### config.mk
export PLATFORM = sky130hd
export DESIGN_NAME = prs_ref_switch
export DESIGN_NICKNAME = d
export VERILOG_FILES = /design/src/prs_pkg.sv /design/src/prs_div_if.sv /design/src/prs_divider.sv /design/src/prs_ref_switch.sv
export SDC_FILE = /design/constraint.sdc
export NUM_CORES = 1
export LEC_CHECK = 0
export BUFFER_PORTS_ARGS = -buffer_cell sky130_fd_sc_hd__buf_2
export CORE_MARGIN = 3
export CORE_UTILIZATION = 58
export CTS_CLUSTER_SIZE = 20
export DETAILED_ROUTE_END_ITERATION = 8
export PLACE_DENSITY = 0.77
export SLEW_MARGIN = 20
export SYNTH_ARGS = -nofsm -noshare
export SYNTH_HDL_FRONTEND = slang
export SYNTH_SLANG_ARGS = --single-unit
### constraint.sdc
create_clock -name clk -period 15.1 [get_ports clk]
set_input_delay 1.51 -clock clk [delete_from_list [all_inputs] [get_ports clk]]
set_output_delay 1.51 -clock clk [all_outputs]
set_load 0.05 [all_outputs]
### src/prs_pkg.sv
// Package for the PLL reference switch and divider block.
// Assumes a single 200 MHz system clock and byte-wide register writes.
package prs_pkg;

  ////////////////////////////////////////////////////////////////////////////
  // Register addresses and reset value.
  localparam logic [9:0] REF_DIV_LOW_ADDR = 10'h011;
  localparam logic [9:0] REF_DIV_HIGH_ADDR = 10'h012;
  localparam logic [9:0] PRESCALER_CFG_ADDR = 10'h016;
  localparam logic [9:0] LOCK_OFFSET_CFG_ADDR = 10'h018;
  localparam logic [9:0] REF_INPUT_CTRL_ADDR = 10'h01c;
  localparam logic [7:0] REG_RESET_VALUE = 8'h00;

  ////////////////////////////////////////////////////////////////////////////
  // Field positions.
  localparam int RC_PRIMARY_EN = 0;
  localparam int RC_SECONDARY_EN = 1;
  localparam int RC_DIFF_EN = 2;
  localparam int RC_NONREVERTIVE = 3;
  localparam int RC_AUTO = 4;
  localparam int RC_MANUAL_SECONDARY = 5;
  localparam int RC_CRYSTAL_EN = 6;
  localparam int RC_DEGLITCH_OFF = 7;
  localparam int PS_MODE_LSB = 0;
  localparam int PS_RST_REF = 5;
  localparam int PS_RST_FB = 6;
  localparam int PS_RST_SHARED = 7;
  localparam int LO_DC_OFFSET = 7;
  localparam int REF_DIV_HIGH_BITS = 6;

  ////////////////////////////////////////////////////////////////////////////
  // Edge counts of the switchover monitor and the minimum main count.
  localparam logic [1:0] MISS_FALLS = 2'h2;
  localparam logic [1:0] REVERT_BREAK_FALLS = 2'h2;
  localparam logic [2:0] RETURN_RISES = 3'h4;
  localparam logic [12:0] MIN_MAIN_COUNT = 13'h0003;

  ////////////////////////////////////////////////////////////////////////////
  // Prescaler settings.
  typedef enum logic [2:0] {
    PS_DM_2 = 3'b000,
    PS_DM_4 = 3'b001,
    PS_DM_8 = 3'b010,
    PS_DM_16 = 3'b011,
    PS_DM_32 = 3'b100,
    PS_FD_1 = 3'b101,
    PS_FD_2 = 3'b110,
    PS_FD_3 = 3'b111
  } prs_prescale_t;

  typedef enum logic [1:0] {
    SW_PRIMARY = 2'b00,
    SW_MISSING = 2'b01,
    SW_SECONDARY = 2'b10
  } prs_sw_state_t;

endpackage

### src/prs_div_if.sv
// Interface between the control logic and one divide-by-ratio counter.
// Assumes both ends run on the same clock.
`timescale 1ns/1ps
interface prs_div_if #(parameter int W = 14);
  logic tick;
  logic clr;
  logic [W-1:0] ratio;
  logic pulse;
  modport ctl (output tick, output clr, output ratio, input pulse);
  modport cnt (input tick, input clr, input ratio, output pulse);
endinterface

### src/prs_divider.sv
// Divide-by-ratio counter used for both the reference and the feedback path.
// Assumes tick is a one-cycle pulse per input clock edge on the same clock.
`timescale 1ns/1ps
module prs_divider #(
  parameter int W = 14
) (
  input wire logic clk,
  input wire logic rst_n,
  prs_div_if.cnt div
);

  typedef struct packed {
    logic [W-1:0] cnt;
    logic pulse;
  } prs_div_state_t;

  prs_div_state_t state_q;
  prs_div_state_t state_d;

  ////////////////////////////////////////////////////////////////////////////
  // Ratios of zero and one both divide by one.
  always_comb
  begin
    state_d = state_q;
    state_d.pulse = 1'b0;
    if (div.clr)
    begin
      state_d.cnt = '0;
    end
    else if (div.tick)
    begin
      if (({1'b0, state_q.cnt} + (W + 1)'(1)) >= {1'b0, div.ratio})
      begin
        state_d.cnt = '0;
        state_d.pulse = 1'b1;
      end
      else
      begin
        state_d.cnt = state_q.cnt + W'(1);
      end
    end
  end

  always_ff @(posedge clk or negedge rst_n)
  begin
    if (!rst_n)
    begin
      state_q <= '0;
    end
    else
    begin
      state_q <= state_d;
    end
  end

  assign div.pulse = state_q.pulse;

endmodule // prs_divider

### src/prs_ref_switch.sv
// Reference input control, switchover and R and N dividers of the PLL.
// Assumes reference and VCO pins are far slower than the 200 MHz clock.
`timescale 1ns/1ps

////////////////////////////////////////////////////////////////////////////
// Function
// - All reference inputs off after reset.
// - Differential receiver off unless selected, PLL on.
// - Single-ended buffers off by control, PLL, differential.
// - Offset bit lowers single-ended bias point.
// - Crystal bit enables maintaining amplifier.
// - Switching only in dual single-ended mode.
// - Manual select from register or pin.
// - Revertive and nonrevertive automatic policies.
// - Two secondary falls without primary edge: missing.
// - Secondary takes over at next rising edge.
// - Revert after four clean primary rising edges.
// - Deglitch blocks misaligned edges during switch.
// - Fourteen-bit reference divider across two registers.
// - Reference settings zero and one divide by one.
// - Reference divider reset by own, shared, sync.
// - Feedback ratio is modulus times main plus swallow.
// - Prescaler fixed and dual-modulus settings, 3-bit field.
// - Fixed-divide settings treat swallow count as zero.
// - Feedback ratio spans one to 262175.
// - Main count at least three unless bypassed; swallow below main.
// - Counter reset bits are not self-clearing.
module prs_ref_switch #(
  parameter int R_BITS = 14,
  parameter int N_BITS = 19,
  parameter int A_BITS = 6,
  parameter int B_BITS = 13
) (
  input wire logic clk,
  input wire logic rst_n,
  input wire logic reg_wr_en,
  input wire logic [9:0] reg_addr,
  input wire logic [7:0] reg_wdata,
  output logic [7:0] reg_rdata,
  input wire logic primary_reference,
  input wire logic secondary_reference,
  input wire logic vco_in,
  input wire logic ref_select_pin,
  input wire logic sync_n,
  input wire logic sync_reset_enable,
  input wire logic pll_power_down,
  input wire logic [A_BITS-1:0] swallow_count,
  input wire logic [B_BITS-1:0] main_count,
  input wire logic main_bypass,
  output logic diff_receiver_power_on,
  output logic primary_buffer_power_on,
  output logic secondary_buffer_power_on,
  output logic crystal_amplifier_enable,
  output logic dc_offset_shift,
  output logic phase_detector_ref,
  output logic phase_detector_fb,
  output logic secondary_in_use,
  output logic primary_missing
);

  localparam int NPIN = 5;
  localparam int PIN_PRI = 0;
  localparam int PIN_SEC = 1;
  localparam int PIN_VCO = 2;
  localparam int PIN_SEL = 3;
  localparam int PIN_SYNC = 4;

  typedef struct packed {
    logic [NPIN-1:0] s1;
    logic [NPIN-1:0] s2;
    logic [NPIN-1:0] s3;
    logic [NPIN-1:0] lvl;
    logic [7:0] div_low;
    logic [7:0] div_high;
    logic [7:0] prescale_cfg;
    logic [7:0] offset_cfg;
    logic [7:0] ref_ctrl;
    logic [7:0] rdata;
    prs_pkg::prs_sw_state_t sw;
    logic [1:0] miss_falls;
    logic [1:0] break_falls;
    logic [2:0] return_rises;
    logic active_secondary;
    logic [N_BITS-1:0] fb_ratio;
    logic diff_on;
    logic pri_on;
    logic sec_on;
    logic xtal_on;
    logic offset_on;
  } prs_state_t;

  prs_state_t state_q;
  prs_state_t state_d;

  prs_div_if #(.W(R_BITS)) ref_div ();
  prs_div_if #(.W(N_BITS)) fb_div ();

  logic [NPIN-1:0] rise;
  logic [NPIN-1:0] fall;
  logic pll_on;
  logic dual_se;
  logic auto_mode;
  logic target_secondary;
  logic new_ref_rise;
  logic sync_reset;
  logic [5:0] modulus;
  logic fixed_divide;
  logic [B_BITS-1:0] main_eff;
  logic [A_BITS-1:0] swallow_eff;
  logic [N_BITS-1:0] product;

  ////////////////////////////////////////////////////////////////////////////
  // Pin sampling, register file and switchover control.
  always_comb
  begin
    state_d = state_q;
    // Three stages; a level counts only once stages two and three agree.
    state_d.s1 = {sync_n, ref_select_pin, vco_in, secondary_reference, primary_reference};
    state_d.s2 = state_q.s1;
    state_d.s3 = state_q.s2;
    for (int i = 0; i < NPIN; i++)
    begin
      if (state_q.s2[i] == state_q.s3[i])
      begin
        state_d.lvl[i] = state_q.s3[i];
      end
    end
    rise = state_d.lvl & ~state_q.lvl;
    fall = ~state_d.lvl & state_q.lvl;

    // Register writes; reset bits stay set until software clears them.
    if (reg_wr_en)
    begin
      case (reg_addr)
        prs_pkg::REF_DIV_LOW_ADDR: state_d.div_low = reg_wdata;
        prs_pkg::REF_DIV_HIGH_ADDR:
        begin
          state_d.div_high = {2'h0, reg_wdata[prs_pkg::REF_DIV_HIGH_BITS-1:0]};
        end
        prs_pkg::PRESCALER_CFG_ADDR: state_d.prescale_cfg = reg_wdata;
        prs_pkg::LOCK_OFFSET_CFG_ADDR: state_d.offset_cfg = reg_wdata;
        prs_pkg::REF_INPUT_CTRL_ADDR: state_d.ref_ctrl = reg_wdata;
        default: state_d.rdata = state_q.rdata;
      endcase
    end
    case (reg_addr)
      prs_pkg::REF_DIV_LOW_ADDR: state_d.rdata = state_q.div_low;
      prs_pkg::REF_DIV_HIGH_ADDR: state_d.rdata = state_q.div_high;
      prs_pkg::PRESCALER_CFG_ADDR: state_d.rdata = state_q.prescale_cfg;
      prs_pkg::LOCK_OFFSET_CFG_ADDR: state_d.rdata = state_q.offset_cfg;
      prs_pkg::REF_INPUT_CTRL_ADDR: state_d.rdata = state_q.ref_ctrl;
      default: state_d.rdata = 8'h00;
    endcase

    // Input power control; every enable bit clears at reset.
    pll_on = ~pll_power_down;
    state_d.diff_on = pll_on & state_q.ref_ctrl[prs_pkg::RC_DIFF_EN];
    state_d.pri_on = pll_on & state_q.ref_ctrl[prs_pkg::RC_PRIMARY_EN]
      & ~state_q.ref_ctrl[prs_pkg::RC_DIFF_EN];
    state_d.sec_on = pll_on & state_q.ref_ctrl[prs_pkg::RC_SECONDARY_EN]
      & ~state_q.ref_ctrl[prs_pkg::RC_DIFF_EN];
    state_d.xtal_on = state_q.ref_ctrl[prs_pkg::RC_CRYSTAL_EN];
    state_d.offset_on = state_q.offset_cfg[prs_pkg::LO_DC_OFFSET];

    dual_se = state_q.pri_on & state_q.sec_on;
    auto_mode = dual_se & state_q.ref_ctrl[prs_pkg::RC_AUTO];

    // Missing monitor: the secondary clock watches the primary.
    if (rise[PIN_PRI] | fall[PIN_PRI])
    begin
      state_d.miss_falls = 2'h0;
    end
    else if (fall[PIN_SEC] && state_q.miss_falls != prs_pkg::MISS_FALLS)
    begin
      state_d.miss_falls = state_q.miss_falls + 2'h1;
    end

    case (state_q.sw)
      prs_pkg::SW_PRIMARY:
      begin
        if (auto_mode && state_d.miss_falls == prs_pkg::MISS_FALLS)
        begin
          state_d.sw = prs_pkg::SW_MISSING;
        end
      end
      prs_pkg::SW_MISSING:
      begin
        if (!auto_mode)
        begin
          state_d.sw = prs_pkg::SW_PRIMARY;
        end
        else if (rise[PIN_SEC])
        begin
          state_d.sw = prs_pkg::SW_SECONDARY;
          state_d.return_rises = 3'h0;
          state_d.break_falls = 2'h0;
        end
      end
      prs_pkg::SW_SECONDARY:
      begin
        // Leaving automatic mode hands control back to manual selection.
        if (!auto_mode)
        begin
          state_d.sw = prs_pkg::SW_PRIMARY;
        end
        else if (!state_q.ref_ctrl[prs_pkg::RC_NONREVERTIVE])
        begin
          if (fall[PIN_SEC] && state_q.break_falls != prs_pkg::REVERT_BREAK_FALLS)
          begin
            state_d.break_falls = state_q.break_falls + 2'h1;
          end
          if (rise[PIN_PRI])
          begin
            if (state_d.break_falls == prs_pkg::REVERT_BREAK_FALLS)
            begin
              state_d.return_rises = 3'h1;
            end
            else
            begin
              state_d.return_rises = state_q.return_rises + 3'h1;
            end
            state_d.break_falls = 2'h0;
          end
          if (state_d.return_rises == prs_pkg::RETURN_RISES)
          begin
            state_d.sw = prs_pkg::SW_PRIMARY;
            state_d.miss_falls = 2'h0;
          end
        end
      end
      default: state_d.sw = prs_pkg::SW_PRIMARY;
    endcase

    // Selection source: automatic state, else register or pin.
    if (auto_mode)
    begin
      target_secondary = (state_d.sw == prs_pkg::SW_SECONDARY);
    end
    else
    begin
      target_secondary = dual_se & (state_q.ref_ctrl[prs_pkg::RC_MANUAL_SECONDARY]
        | state_q.lvl[PIN_SEL]);
    end

    // A change lands only on a rising edge of the new reference, so the
    // divider never sees a runt period. Disabling deglitch trades that
    // away for switching onto a dead input.
    new_ref_rise = target_secondary ? rise[PIN_SEC] : rise[PIN_PRI];
    if (target_secondary != state_q.active_secondary
        && (new_ref_rise || state_q.ref_ctrl[prs_pkg::RC_DEGLITCH_OFF]))
    begin
      state_d.active_secondary = target_secondary;
    end

    // Feedback ratio; counts out of range are clamped to a legal value.
    case (prs_pkg::prs_prescale_t'(state_q.prescale_cfg[prs_pkg::PS_MODE_LSB +: 3]))
      prs_pkg::PS_DM_2: modulus = 6'h02;
      prs_pkg::PS_DM_4: modulus = 6'h04;
      prs_pkg::PS_DM_8: modulus = 6'h08;
      prs_pkg::PS_DM_16: modulus = 6'h10;
      prs_pkg::PS_DM_32: modulus = 6'h20;
      prs_pkg::PS_FD_1: modulus = 6'h01;
      prs_pkg::PS_FD_2: modulus = 6'h02;
      prs_pkg::PS_FD_3: modulus = 6'h03;
      default: modulus = 6'h01;
    endcase
    fixed_divide = state_q.prescale_cfg[prs_pkg::PS_MODE_LSB +: 3] >= 3'(prs_pkg::PS_FD_1);
    if (main_bypass)
    begin
      main_eff = B_BITS'(1);
    end
    else if (main_count < prs_pkg::MIN_MAIN_COUNT)
    begin
      main_eff = prs_pkg::MIN_MAIN_COUNT;
    end
    else
    begin
      main_eff = main_count;
    end
    if (fixed_divide || main_bypass)
    begin
      swallow_eff = '0;
    end
    else if ({{(B_BITS - A_BITS){1'b0}}, swallow_count} >= main_eff)
    begin
      swallow_eff = A_BITS'(main_eff - B_BITS'(1));
    end
    else
    begin
      swallow_eff = swallow_count;
    end
    product = N_BITS'({{(N_BITS - B_BITS){1'b0}}, main_eff} * N_BITS'(modulus));
    state_d.fb_ratio = product + N_BITS'(swallow_eff);
  end

  always_ff @(posedge clk or negedge rst_n)
  begin
    if (!rst_n)
    begin
      state_q <= '0;
      state_q.s1 <= 5'h1f;
      state_q.s2 <= 5'h1f;
      state_q.s3 <= 5'h1f;
      state_q.lvl <= 5'h1f;
      state_q.div_low <= prs_pkg::REG_RESET_VALUE;
      state_q.div_high <= prs_pkg::REG_RESET_VALUE;
      state_q.prescale_cfg <= prs_pkg::REG_RESET_VALUE;
      state_q.offset_cfg <= prs_pkg::REG_RESET_VALUE;
      state_q.ref_ctrl <= prs_pkg::REG_RESET_VALUE;
      state_q.sw <= prs_pkg::SW_PRIMARY;
    end
    else
    begin
      state_q <= state_d;
    end
  end

  ////////////////////////////////////////////////////////////////////////////
  // Dividers. The VCO is sampled, so it must stay below a quarter of clk.
  assign sync_reset = sync_reset_enable & ~state_q.lvl[PIN_SYNC];
  assign ref_div.tick = state_q.diff_on ? rise[PIN_PRI]
    : (state_q.active_secondary ? rise[PIN_SEC] & state_q.sec_on
    : rise[PIN_PRI] & state_q.pri_on);
  assign ref_div.clr = state_q.prescale_cfg[prs_pkg::PS_RST_REF]
    | state_q.prescale_cfg[prs_pkg::PS_RST_SHARED] | sync_reset;
  assign ref_div.ratio = {state_q.div_high[prs_pkg::REF_DIV_HIGH_BITS-1:0], state_q.div_low};
  assign fb_div.tick = rise[PIN_VCO] & pll_on;
  assign fb_div.clr = state_q.prescale_cfg[prs_pkg::PS_RST_FB]
    | state_q.prescale_cfg[prs_pkg::PS_RST_SHARED] | sync_reset;
  assign fb_div.ratio = state_q.fb_ratio;

  prs_divider #(.W(R_BITS)) u_ref_divider (
    .clk(clk),
    .rst_n(rst_n),
    .div(ref_div.cnt)
  );

  prs_divider #(.W(N_BITS)) u_fb_divider (
    .clk(clk),
    .rst_n(rst_n),
    .div(fb_div.cnt)
  );

  ////////////////////////////////////////////////////////////////////////////
  // Outputs.
  assign reg_rdata = state_q.rdata;
  assign diff_receiver_power_on = state_q.diff_on;
  assign primary_buffer_power_on = state_q.pri_on;
  assign secondary_buffer_power_on = state_q.sec_on;
  assign crystal_amplifier_enable = state_q.xtal_on;
  assign dc_offset_shift = state_q.offset_on;
  assign phase_detector_ref = ref_div.pulse;
  assign phase_detector_fb = fb_div.pulse;
  assign secondary_in_use = state_q.active_secondary;
  assign primary_missing = (state_q.sw != prs_pkg::SW_PRIMARY);

endmodule // prs_ref_switch

After elaboration in Yosys (flattened, before gate mapping):

Memories as Yosys holds them, arrays and structs flattened.
Index checks and enable logic that the tools add are counted.

* add/subtract/negate cells: 9
* $mul: 1
* $lt $le $gt $ge: 5
* equality and inequality tests: 23
* multiplexer cells: 47
* bitwise logic cells: 25
* reductions and logical operators: 17

Operators with widths (count)
* $eq 10x5->1 const B: 5
* $pmux 8 s5: 1
* $mux 19: 2
* $mux 5: 6
* $mux 14: 2
* $mux 13: 2
* $mux 2: 11
* $add 19x1->20 const B: 1
* $ge 20x19->1: 1
* $mux 20: 1
* $add 19x1->19 const B: 1
* $add 19x6->19: 1
* $mul 13x6->19: 1
* $add 14x1->15 const B: 1
* $ge 15x14->1: 1
* $mux 15: 1
* $add 14x1->14 const B: 1
* $ge 6x13->1: 1
* $lt 13x2->1 const B: 1
* $mux 1: 13
* $and 1x1->1: 12
* $mux 6: 2
* $ne 2x2->1 const B: 6
* $pmux 5 s2: 1
* other kinds (26): 52

* register bits: 135
* bits in read-only memories: 48
* input bits: 48
* logic and storage cells: 153
* memories: 1

Memory list
* (name not given): depth 8, bits a word 6, rd ports 1, clocked after memory_dff 0, wr ports 0, line prs_ref_switch.sv:256 `case (prs_pkg::prs_prescale_t'(state_q.prescale_cfg[prs_pkg::PS_MODE_LSB +: 3]))`

Logic depth before layout (Yosys ltp):

* depth in word-level cells: 25
* mapped depth: 23
* gate-level depth less buffers: 22

Cells and area by module:

From an unflattened synthesis, not the netlist that was laid out.

* cells, all modules: 1047
* area total of the unflattened synthesis: 10138.5 um2

By module, submodules not included
* prs_ref_switch: instances 1, cells an instance 697, area each 7158.1 um2
* prs_divider (u_fb_divider): instances 1, cells an instance 197, area each 1749.2 um2
* prs_divider (u_ref_divider): instances 1, cells an instance 153, area each 1231.2 um2

Worst setup path after synthesis:

OpenSTA, ideal clock, no wires.

* kind: input port to flip-flop
* from: input main_count[6]
* to: register state_q, in the netlist fb_div.ratio[18]
* library setup time: 0.125 ns
* arrival time: 6.214 ns
* data required time: 14.975 ns
* setup slack: 8.761 ns
* stages on the path: 19
* path buffers: 0
* cells stage by stage: nor4_1 > and4_1 > o21bai_1 > or2_2 > fa_1 > fa_1 > inv_1 > fa_1 > inv_1 > fa_1 > inv_1 > ha_1 > nand3_1 > o22ai_1 > a41oi_1 > nor3_2 > nand4_1 > a311o_1 > xnor2_1

RTL lines
* start: declaration: line prs_ref_switch.sv:48 `input wire logic [B_BITS-1:0] main_count,`
* end signal: assignment: line prs_ref_switch.sv:314 `state_q <= state_d;`
* end: declaration: line prs_ref_switch.sv:92 `prs_state_t state_q;`

==> run metrics <==
CP required roughly 15 ns; remaining global-route overflow 0; critical path peak fanout 8; Detailed Routing Iterations Pass 1 5; Vias 7344; outcome complete, no violations; largest net degree at the start of global routing 73; CTS root buf clkbuf_16; CORE AREA 16580 µm²; R2R Path Start state_q[60]$_DFFE_PN0P_; Worst setup SP type input port; Yosys cell types 76; GR Util All Layers 23.98%; vias in the first global route between 7000 and 8000; ys async rst share 100.0%; Worst R2R Path Depth 17; final worst-path cycle share 43.03%; Hold Crit Class reg2reg; Final Hold Vio Count 0; initial antenna violation count 0; clock period minus final worst setup slack 6.497 ns; placed cell count ~1200; fmax 153.9 MHz; unrepaired setup endpoints after global routing false; Slew Viols, Final 0; Ant. Diodes 0; drc violations 0; Final Non-Filler Cells around 1300; clk buf depth 2; DIE HEIGHT 136.4 µm; switching power 224.1 µW; Cell Area, Synth about 9900 µm²; EDFF count, synth 0; Worst-path clk slew approximately 0.06 ns; PD cells 81.29 nW/µm²; Clock Skew slightly below 0.01 ns; Clock Power Share 46.4%; Post-CTS Resized 0; Worst R2R End fb_div.ratio[18]$_DFF_PN0_; sequential fraction of the synthesis area 34.52%; gpl congestion 0.8668; Int Pwr 659.5 µW; Initial Util 59.45%; Net Sw Frac 25.36%; CTS tree built; initial DRC count 439; Worst slew margin 35.66%; Layout area overhead 10.24%; max cap viols 0; Die Wd about 140 µm; synthesized area per cell approximately 10 µm²; first-pass GRT wire length approximately 35000 µm; Pleak 5.492 nW; Power, Total 883.5 µW; Post-CTS Setup Inserts 0; Seq cells post-synth ~140; TritonCTS Buffers 17; die area 18600 µm²; IO Pins 65; hold-critical path depth 0; wire per inst 16.63 µm; Setup TNS 0 ns; Worst VDD drop about 0.067 mV; cts hold-fix bufs 0; PortBufs 64; worst skew pair latency 0.43 ns; Worst Setup End Kind flip-flop; CTS sink cnt between 100 and 150; DRT Wirelength 21060 µm; Antenna Nets Post-Route 0; Yosys warnings 0; setup violators final 0; Flop pwr share 43.3%; syn_nets ~1200; Cell Rows 47; Detail Placement HPWL 15730 µm; CTS H-tree lvls 4; transition time of the tightest slew-check pin 0.9616 ns; Comb power frac 10.3%; Crit Path Class in2reg; layout cells sized above 1 between 10% and 20%; hold endpoint state_d[88]$_DFF_PN1_; main flop type after synthesis dfrtp_1; R2R Setup Slk 9.28 ns; vias per cell 5.801; Layout Nets ~1200; Arr. time, crit path 6.81 ns; min-delay src state_d[93]$_DFF_PN1_; synthesized instance count 987
## cell type report
type,count,area (µm²)
timing repair buffer,66,341.6
clock buffer,20,446.7
multi-input combinational,716,5897
fill,1306,5714
tap,220,275.3
inverter,97,364.1
sequential,135,3403
clock inverter,12,141.4
## registers in the layout, summed over array words and instances, names as in the netlist
| signal | cells |
|---|---|
| fb_div.ratio | 19 |
| secondary_buffer_power_on | 1 |
| state_q | 41 |
| ref_div.ratio | 14 |
| reg_rdata | 8 |
| crystal_amplifier_enable | 1 |
| u_ref_divider.div.pulse | 1 |
| state_d | 12 |
| u_fb_divider.div.pulse | 1 |
| dc_offset_shift | 1 |
| primary_buffer_power_on | 1 |
| u_ref_divider.state_q | 14 |
| u_fb_divider.state_q | 19 |
| diff_receiver_power_on | 1 |
| secondary_in_use | 1 |
## placed cells by master, fill, tap and decap left out, drive strengths merged, types with 20 or more instances in the layout
master,count
buf,66
o21ai,39
nand2,67
xor2,20
inv,101
nand3,30
dfstp,20
xnor2,29
mux2,38
dfrtp,115
nor2,98
ha,90
clkbuf,20
a21oi,31
fa,48
## worst max-delay path: stages
cell and delay [ns]:
buf_2 0.11, nor4_1 0.34, and4_1 0.25, o21bai_1 0.20, or2_2 0.36, fa_1 0.49, fa_1 0.54, inv_1 0.06
fa_1 0.52, inv_1 0.05, fa_1 0.53, inv_1 0.04, ha_1 0.32, nand3_1 0.09, o22ai_1 0.26, a41oi_1 0.28
nor3_2 0.23, nand4_1 0.15, a311o_1 0.35, xnor2_1 0.12
## routing by layer
metal	track usage, %	share of wire (%)
met1	29.63	42
met2	41.50	50
met3	4.330	4.2
met4	9.798	3.1
met5	0	0
## cells by family (layout without fill, tap and decap cells)
| group | after synthesis | count (layout) | synth area share, % |
|---|---|---|---|
| mux | 50 | 50 | 5.558 |
| flops | 135 | 135 | 34.52 |
| xor+xnor | 49 | 49 | 4.353 |
| fa+ha+maj | 143 | 143 | 21.68 |
| buf+inv | 136 | 195 | 5.673 |
| compound gates | 164 | 164 | 11.78 |
| simple gates | 310 | 310 | 16.45 |
## power groups by stage
stage          registers, mW  logic [mW]  clock network, mW
2_1_floorplan          0.386      0.0605                  0
3_3_place_gp           0.389      0.0878                  0
3_5_place_dp           0.389      0.0910                  0
4_1_cts                0.383      0.0917              0.413
5_1_grt                0.384       0.104              0.430
6_report               0.383      0.0906              0.410
## cell usage after synthesis, types with 3 or more instances
cell	count	area share [%]
o21ai_0	32	1.6
mux2_2	37	4.2
a32o_1	12	1.2
or3_1	5	0.32
a21oi_1	30	1.5
mux2i_1	12	1.2
nor4_1	4	0.25
nand3_1	30	1.5
nor2_1	97	3.7
buf_4	9	0.69
nor3b_1	5	0.38
nor3_2	4	0.41
maj3_1	5	0.51
or2_2	9	0.57
a22o_1	11	0.98
o21a_1	6	0.46
fa_1	48	9.7
ha_1	90	11
a21o_1	11	0.84
inv_1	97	3.7
nor2b_1	17	1.1
or3b_2	3	0.27
a21boi_0	3	0.23
a221o_1	8	0.81
nor3_1	14	0.71
o21bai_1	5	0.38
a211oi_1	7	0.53
nand2_2	4	0.25
nand2_1	63	2.4
xnor2_1	29	2.6
clkbuf_1	23	0.88
o21ai_1	6	0.30
o211ai_1	4	0.30
nand2b_1	19	1.2
dfrtp_1	115	29
dfstp_2	20	5.3
and3_1	6	0.38
buf_2	6	0.30
nand4_1	8	0.51
xor2_1	20	1.8
nand3b_1	6	0.46
a31oi_1	4	0.25
o31ai_1	4	0.30
## per-stage QoR
step / util (%) / hold slack (ns) / worst slack [ns] / instance area (µm²)
after detailed placement: 62.00 / 0.3468 / 8.150 / 10280
final: 65.54 / 0.3551 / 8.603 / 10870
after floorplan: - / 0.3452 / 8.761 / 9859
after global placement: 62.00 / 0.3454 / 8.278 / 10280
after CTS: 65.54 / 0.3556 / 8.617 / 10870
after global routing: 65.54 / 0.3586 / 8.252 / 10870
## worst max-delay path by stage
stage,startpoint,to,slack [ns],cells past startpoint
after floorplan,main_count[6],fb_div.ratio[18]$_DFF_PN0_,8.76,19
after global placement,main_count[6],fb_div.ratio[18]$_DFF_PN0_,8.28,20
after detailed placement,main_count[6],fb_div.ratio[18]$_DFF_PN0_,8.15,20
after CTS,main_count[6],fb_div.ratio[18]$_DFF_PN0_,8.62,20
after global routing,main_count[6],fb_div.ratio[18]$_DFF_PN0_,8.25,20
final,main_count[6],fb_div.ratio[18]$_DFF_PN0_,8.60,20
Note: power is estimated with default switching activity, not from simulation.
